--- config.mk ---
export PLATFORM = sky130hd
export DESIGN_NAME = agsf_status
export DESIGN_NICKNAME = d
export VERILOG_FILES = /design/src/verilog/agsf_pkg.sv /design/src/verilog/agsf_status.sv
export VERILOG_INCLUDE_DIRS = /design/src /design/src/verilog
export SDC_FILE = /design/constraint.sdc
export NUM_CORES = 1
export LEC_CHECK = 0
export ABC_AREA = 1
export BUFFER_PORTS_ARGS = -buffer_cell sky130_fd_sc_hd__buf_2
export CAP_MARGIN = 5
export CORE_MARGIN = 2
export CORE_UTILIZATION = 28
export DETAILED_ROUTE_END_ITERATION = 10
export PLACE_DENSITY = 0.53
export SYNTH_ARGS = -nofsm -noshare
export SYNTH_HDL_FRONTEND = slang
export SYNTH_SLANG_ARGS = --single-unit
export TNS_END_PERCENT = 1
--- constraint.sdc ---
create_clock -name aclk -period 1.9 [get_ports aclk]
set_input_delay 0.38 -clock aclk [delete_from_list [all_inputs] [get_ports aclk]]
set_output_delay 0.38 -clock aclk [all_outputs]
set_load 0.05 [all_outputs]
--- src/verilog/agsf_map.svh ---
// register offsets, field positions and reset values of the status block
`ifndef AGSF_MAP_SVH
`define AGSF_MAP_SVH
`define AGSF_ADDR_W 8
`define AGSF_CTRL_OFS 8'h00
`define AGSF_CHSEL_OFS 8'h04
`define AGSF_STAT_OFS 8'h08
`define AGSF_RES_BASE 8'h40
`define AGSF_RES_MSB 7
`define AGSF_RES_LSB 6
`define AGSF_RES_TAG 2'h1
`define AGSF_NCHAN 16
`define AGSF_RES_W 10
`define AGSF_NGRP 3
`define AGSF_CTRL_EN_BIT 0
`define AGSF_CTRL_IRQEN_BIT 1
`define AGSF_STAT_DONE_BIT 2
`define AGSF_STAT_RST 16'h0000
`define AGSF_CHSEL_RST 16'h0000
`define AGSF_RESP_OKAY 2'h0
`define AGSF_RESP_SLVERR 2'h2
`endif

--- src/verilog/agsf_pkg.sv ---
// types shared by the status block
package agsf_pkg;
	// group index: first, second, event
	typedef enum logic [1:0] {
		AGSF_G1 = 2'h0,
		AGSF_G2 = 2'h1,
		AGSF_EV = 2'h2
	} agsf_group_type;
	typedef logic [15:0] agsf_half_type;
endpackage

--- src/verilog/agsf_status.sv ---
// conversion group status flags with an axi4-lite register slave
// Operation
// status bits 15-14 and 7-3 read zero; writes to them ignored
// bit 13 reads 1 while group 1 converting or frozen
// group in continuous mode reads busy throughout
// bit 12 reads 1 while group 2 converting or frozen
// bit 11 reads 1 while event group converting or frozen
// bit 10 reads 1 while group 1 frozen by arbitration
// bit 9 reads 1 while group 2 frozen by arbitration
// bit 8 reads 1 while event group frozen by arbitration
// busy and frozen flags read-only, reset zero, writes ignored
// bit 2 set when group 1 sequence finishes all channels
// reading a result of a group 1 channel clears bit 2
// any write to group 1 channel select clears bit 2
// writing 1 to bit 2 clears it; writing 0 ignored
// converter disabled holds bit 2 cleared
// irq enable and bit 2 set raise interrupt request
// set done flag never blocks result writes
// status register identical in both operating modes
// higher group finishing clears group 2 frozen, resumes it
// frozen flag set implies busy flag set
//
// Design decision made here: the AXI4-Lite register port.
`include "agsf_map.svh"
module agsf_status (
	input wire logic aclk,
	input wire logic aresetn,
	input wire logic [`AGSF_ADDR_W-1:0] s_axi_awaddr,
	input wire logic s_axi_awvalid,
	output logic s_axi_awready,
	input wire logic [31:0] s_axi_wdata,
	input wire logic [3:0] s_axi_wstrb,
	input wire logic s_axi_wvalid,
	output logic s_axi_wready,
	output logic [1:0] s_axi_bresp,
	output logic s_axi_bvalid,
	input wire logic s_axi_bready,
	input wire logic [`AGSF_ADDR_W-1:0] s_axi_araddr,
	input wire logic s_axi_arvalid,
	output logic s_axi_arready,
	output logic [31:0] s_axi_rdata,
	output logic [1:0] s_axi_rresp,
	output logic s_axi_rvalid,
	input wire logic s_axi_rready,
	input wire logic buffered_mode,
	input wire logic [2:0] seq_start,
	input wire logic [2:0] seq_done,
	input wire logic [2:0] seq_freeze,
	input wire logic [2:0] cont_mode,
	input wire logic result_wr,
	input wire logic [3:0] result_ch,
	input wire logic [`AGSF_RES_W-1:0] result_data,
	output logic converter_enable,
	output logic [15:0] first_group_channel_select,
	output logic [2:0] seq_resume,
	output logic first_group_irq
);
	localparam int G1 = int'(agsf_pkg::AGSF_G1);
	localparam int G2 = int'(agsf_pkg::AGSF_G2);
	localparam int EV = int'(agsf_pkg::AGSF_EV);

	logic aw_full_reg;
	logic [`AGSF_ADDR_W-1:0] aw_addr_reg;
	logic w_full_reg;
	logic [31:0] w_data_reg;
	logic [3:0] w_strb_reg;
	logic bvalid_reg;
	logic [1:0] bresp_reg;
	logic rvalid_reg;
	logic [31:0] rdata_reg;
	logic [1:0] rresp_reg;
	logic rd_stat_reg;
	logic en_reg;
	logic irq_en_reg;
	agsf_pkg::agsf_half_type chsel_reg;
	logic done_reg;
	logic done_next;
	logic irq_reg;
	logic [2:0] busy_reg;
	logic [2:0] susp_reg;
	logic [2:0] resume_reg;
	logic [`AGSF_RES_W-1:0] res_reg [`AGSF_NCHAN];

	// address decode and strobes
	wire do_wr = aw_full_reg & w_full_reg & ~bvalid_reg;
	wire ar_take = s_axi_arvalid & ~rvalid_reg;
	wire wr_ctrl = do_wr & (aw_addr_reg == `AGSF_CTRL_OFS);
	wire wr_chsel = do_wr & (aw_addr_reg == `AGSF_CHSEL_OFS);
	wire wr_stat = do_wr & (aw_addr_reg == `AGSF_STAT_OFS);
	wire wr_res = do_wr &
		(aw_addr_reg[`AGSF_RES_MSB:`AGSF_RES_LSB] == `AGSF_RES_TAG) &
		(aw_addr_reg[1:0] == 2'h0);
	wire wr_hit = wr_ctrl | wr_chsel | wr_stat | wr_res;
	wire rd_ctrl = s_axi_araddr == `AGSF_CTRL_OFS;
	wire rd_chsel = s_axi_araddr == `AGSF_CHSEL_OFS;
	wire rd_stat = s_axi_araddr == `AGSF_STAT_OFS;
	wire rd_res = (s_axi_araddr[`AGSF_RES_MSB:`AGSF_RES_LSB] ==
		`AGSF_RES_TAG) & (s_axi_araddr[1:0] == 2'h0);
	wire [3:0] rd_ch = s_axi_araddr[5:2];
	wire rd_hit = rd_ctrl | rd_chsel | rd_stat | rd_res;

	// the same word is built in either operating mode
	wire [2:0] active = busy_reg | susp_reg | cont_mode;
	wire [15:0] stat_word = {2'h0,
		active[G1], active[G2], active[EV],
		susp_reg[G1], susp_reg[G2], susp_reg[EV],
		5'h00, done_reg, 2'h0};
	wire [31:0] ctrl_word = {30'h0, irq_en_reg, en_reg};
	wire [31:0] rd_word = rd_stat ? {16'h0000, stat_word} :
		rd_ctrl ? ctrl_word :
		rd_chsel ? {16'h0000, chsel_reg} :
		rd_res ? {22'h0, res_reg[rd_ch]} : 32'h0000_0000;

	// done flag set and clear sources
	wire rd_g1_result = ar_take & rd_res & chsel_reg[rd_ch];
	wire sw_clr = wr_stat & w_strb_reg[0] &
		w_data_reg[`AGSF_STAT_DONE_BIT];
	wire done_set = seq_done[G1] & en_reg;
	wire done_clr = rd_g1_result | wr_chsel | sw_clr;

	// a new completion wins over a clear in the same cycle
	always_comb begin
		done_next = done_reg;
		if (done_clr)
			done_next = 1'b0;
		if (done_set)
			done_next = 1'b1;
		if (!en_reg)
			done_next = 1'b0;
	end

	assign s_axi_awready = ~aw_full_reg;
	assign s_axi_wready = ~w_full_reg;
	assign s_axi_bvalid = bvalid_reg;
	assign s_axi_bresp = bresp_reg;
	assign s_axi_arready = ~rvalid_reg;
	assign s_axi_rvalid = rvalid_reg;
	assign s_axi_rdata = rdata_reg;
	assign s_axi_rresp = rresp_reg;
	assign converter_enable = en_reg;
	assign first_group_channel_select = chsel_reg;
	assign seq_resume = resume_reg;
	assign first_group_irq = irq_reg;

	// write address and data are caught in either order
	always_ff @(posedge aclk) begin
		if (!aresetn) begin
			aw_full_reg <= 1'b0;
			aw_addr_reg <= 8'h00;
			w_full_reg <= 1'b0;
			w_data_reg <= 32'h0000_0000;
			w_strb_reg <= 4'h0;
		end else begin
			if (s_axi_awvalid & ~aw_full_reg) begin
				aw_full_reg <= 1'b1;
				aw_addr_reg <= s_axi_awaddr;
			end else if (do_wr) begin
				aw_full_reg <= 1'b0;
			end
			if (s_axi_wvalid & ~w_full_reg) begin
				w_full_reg <= 1'b1;
				w_data_reg <= s_axi_wdata;
				w_strb_reg <= s_axi_wstrb;
			end else if (do_wr) begin
				w_full_reg <= 1'b0;
			end
		end
	end

	always_ff @(posedge aclk) begin
		if (!aresetn) begin
			bvalid_reg <= 1'b0;
			bresp_reg <= `AGSF_RESP_OKAY;
		end else if (do_wr) begin
			bvalid_reg <= 1'b1;
			bresp_reg <= wr_hit ? `AGSF_RESP_OKAY : `AGSF_RESP_SLVERR;
		end else if (s_axi_bready) begin
			bvalid_reg <= 1'b0;
		end
	end

	always_ff @(posedge aclk) begin
		if (!aresetn) begin
			rvalid_reg <= 1'b0;
			rdata_reg <= 32'h0000_0000;
			rresp_reg <= `AGSF_RESP_OKAY;
			rd_stat_reg <= 1'b0;
		end else if (ar_take) begin
			rvalid_reg <= 1'b1;
			rdata_reg <= rd_word;
			rresp_reg <= rd_hit ? `AGSF_RESP_OKAY : `AGSF_RESP_SLVERR;
			rd_stat_reg <= rd_stat;
		end else if (s_axi_rready) begin
			rvalid_reg <= 1'b0;
		end
	end

	// software registers; result words are read-only and ignore writes
	always_ff @(posedge aclk) begin
		if (!aresetn) begin
			en_reg <= 1'b0;
			irq_en_reg <= 1'b0;
			chsel_reg <= `AGSF_CHSEL_RST;
		end else begin
			if (wr_ctrl & w_strb_reg[0]) begin
				en_reg <= w_data_reg[`AGSF_CTRL_EN_BIT];
				irq_en_reg <= w_data_reg[`AGSF_CTRL_IRQEN_BIT];
			end
			if (wr_chsel & w_strb_reg[0])
				chsel_reg[7:0] <= w_data_reg[7:0];
			if (wr_chsel & w_strb_reg[1])
				chsel_reg[15:8] <= w_data_reg[15:8];
		end
	end

	always_ff @(posedge aclk) begin
		if (!aresetn) begin
			done_reg <= 1'b0;
			irq_reg <= 1'b0;
		end else begin
			done_reg <= done_next;
			irq_reg <= done_reg & irq_en_reg;
		end
	end

	// results are stored whatever the done flag says
	always_ff @(posedge aclk) begin
		if (!aresetn) begin
			for (int i = 0; i < `AGSF_NCHAN; i++)
				res_reg[i] <= 10'h000;
		end else if (result_wr) begin
			res_reg[result_ch] <= result_data;
		end
	end

	// per group busy and frozen flags, only the sequencer moves them
	genvar g;
	generate
		for (g = 0; g < `AGSF_NGRP; g++) begin : grp
			wire others_done = |(seq_done & ~(3'h1 << g));
			always_ff @(posedge aclk) begin
				if (!aresetn) begin
					busy_reg[g] <= 1'b0;
					susp_reg[g] <= 1'b0;
					resume_reg[g] <= 1'b0;
				end else begin
					busy_reg[g] <= seq_start[g] |
						(busy_reg[g] & ~seq_done[g]);
					susp_reg[g] <= seq_freeze[g] |
						(susp_reg[g] & ~others_done);
					resume_reg[g] <= susp_reg[g] & others_done &
						~seq_freeze[g];
				end
			end
		end
	endgenerate
endmodule // agsf_status

==> impl_metrics.ini <==
[critical_path]
cp.required_ps = 1520
cp.arrival_ps = 1260
reg2reg_slack_ps = 310
path_class = flop to output pin
path_buf_inv = 1
end_kind = output pin
crit_slowest_cell = dfxtp_1
cp_max_fo = 4
slowest_delay_ps = 420
worstPathCellList = buf_2
crit_family = flip-flops
worst_setup_path_start_kind = flop

[synthesis]
post-synth-top-area-fraction = 0.438
synth-seq-area-share = 0.579
synth-seq-cells = 237
synth_area_um2 = 11000
synth_cells = 1304
avgSynthCellArea_um2 = 8.41
yosys-top-cells-area = edfxtp_1 44%, dfxtp_1 14%, nand2_1 11%, nor2_1 8.9%, inv_1 4.1%
ys_warn_count = 0
synth_area_leader_cell = edfxtp_1
synth_cell_types = 36

[pwr]
p_per_area_nw_per_um2 = 876
p_leak_nw = 5.92
power_frac_seq = 0.503
internal_power_w = 0.00868
finalPower_w = 0.0117
power_switching_w = 0.00299
p_sw_frac = 0.256
p_clk_frac = 0.380
ir_drop_v = 0.000553
p_comb_frac = 0.117

[layout]
drive_gt1_frac = 0.181
fin_nets = 1539
stdcell_area_um2 = 13300
largest_reg_flops = 160
syn_to_final_growth_pct = 21.5
insertedDiodeCount = 0

[route]
drt_iter0_drc = 705
viasPerCell = 4.47
drt_wl_total_mm = 31.9
drc = 0
dr_total_vias = 8886
firstDrtPassIters = 5
wl_per_cell_um = 16.1
ant_nets = 0

[timing]
worst_slack_ps = 259
hold_viol_final = 0
fin_crit_sh = 0.864
layout_min_cycle_time_ps = 1640
finClkSkew_ps = 8.44
hold-worst-slack_ps = 42.6
slew_viol_final = 0
rsz0062_at_grt = no
timing.fmax_mhz = 609
finalSetupTns_ps = 0
setup_viol = 0

[floorplan]
start_util = 0.284
die_h_um = 202
die-area_um2 = 40800
ios = 149
die_w_um = 202
rows = 72
core_area_um2 = 38600

[global_route]
grt_pass1_vias = 8476
grt_max_degree = 66
antenna_found_initial = 0
grt-ovfl-total = 0
grt_pass1_wl_mm = 48.7
grt_use_total = 0.154

[place]
pre_cts_slack_ps = -4.27
gp_congestion = 0.839
port_buffers = 111
dpl.hpwl_mm = 22.4
dpl_cell_area_um2 = 12600

[clocking]
clkSlewWorstSetupHoldPaths_ps = 60
clock_sinks = 237
cts_tree = done
clk_latency_ps = 520
cts_buffers = 24
holdBufCountCts = 0
post_cts_buffers = 0
cts_root_buf = clkbuf_16
cts_resized = 0
cts_htree_levels = 1
cts.path.max_buffers = 3

[worst_hold_path]
hold_class = input pin to flop

[flow_run]
drv_cap = 0

[run_status]
status = finished, final reports clean
==> layout by cell type, fill, tap and decap left out, drive strengths merged <==
cell type,n
nand2,340
inv,126
o211ai,7
edfxtp,160
o21ai,52
nor2,264
o21a,1
o211a,1
dfxtp,77
o31ai,1
a211oi,1
or2,2
clkbuf,33
nor3,16
clkinv,13
nand3,90
buf,199
a21oi,60
clkinvlp,1
nor4,3
o221ai,3
nand4,1
conb,18
==> logic make-up (layout without fill, tap and decap cells) <==
group           after synthesis  in the layout  share of synthesized area
simple gates                716            716                      0.265
other cells                   1             18                   0.000342
buf+inv                     224            372                     0.0915
compound gates              126            126                     0.0649
flops                       237            237                      0.579
==> power groups by stage <==
stage	Clock (W)	Combinational [W]	Sequential (W)
3_3_place_gp	0	0.00135	0.00598
6_report	0.00443	0.00136	0.00587
5_1_grt	0.00472	0.00150	0.00590
2_1_floorplan	0	0.000800	0.00601
3_5_place_dp	0	0.00137	0.00598
4_1_cts	0.00452	0.00137	0.00587
==> Yosys cell counts <==
cell type and instances:
o221ai_1 3, clkinv_1 3, a211oi_2 1, a21oi_2 8, o211ai_1 6, o211a_1 1, nand4_1 1, buf_4 23
o211ai_2 1, o31ai_1 1, o21ai_1 6, nor3_2 1, buf_6 6, conb_1 1, nor3_4 1, nand2_1 336
buf_2 21, nand3_2 3, nor2_1 259, inv_2 4, nand2_2 3, inv_4 2, nor2_2 3, or2_1 2
o21a_1 1, dfxtp_1 77, nor2_4 2, inv_1 121, nand3_1 87, nor4_1 3, nand2_4 1, nor3_1 14
a21oi_1 52, edfxtp_1 160, clkbuf_1 44, o21ai_0 46
==> area by class of cell <==
type                            instances  area (µm²)
Multi-Input combinational cell        860        3680
Clock buffer                           33         677
Sequential cell                       237        6350
Tap cell                              518         648
Timing Repair Buffer                  199        1430
Inverter                              130         497
Clock inverter                         10        46.3
Fill cell                            4039       25300
==> path summary, 6_finish.rpt <==
path / start / end / cells after the start
min reg2reg: s_axi_rresp[1] / s_axi_rresp[1] / 2
max: first_group_channel_select[6] / first_group_channel_select[6] / 1
min: seq_freeze[0] / seq_resume[0] / 2
max reg2reg: w_full_reg / done_reg / 9
==> stage by stage <==
step,util,std cells
floorplan,-,1321
global placement,0.326,1944
detailed placement,0.326,1944
CTS,0.345,1987
global route,0.345,1987
finish,0.345,1987
==> metal layers <==
metal  vias up  wire length [µm]  global-route usage
met4         0               659              0.0399
met1      4220             14300               0.209
met2       197             15700               0.265
li1       4436                 -                   -
met5         -                 0                   0
met3        33              1250              0.0127
No activity file was read; power rests on OpenSTA's default activity.
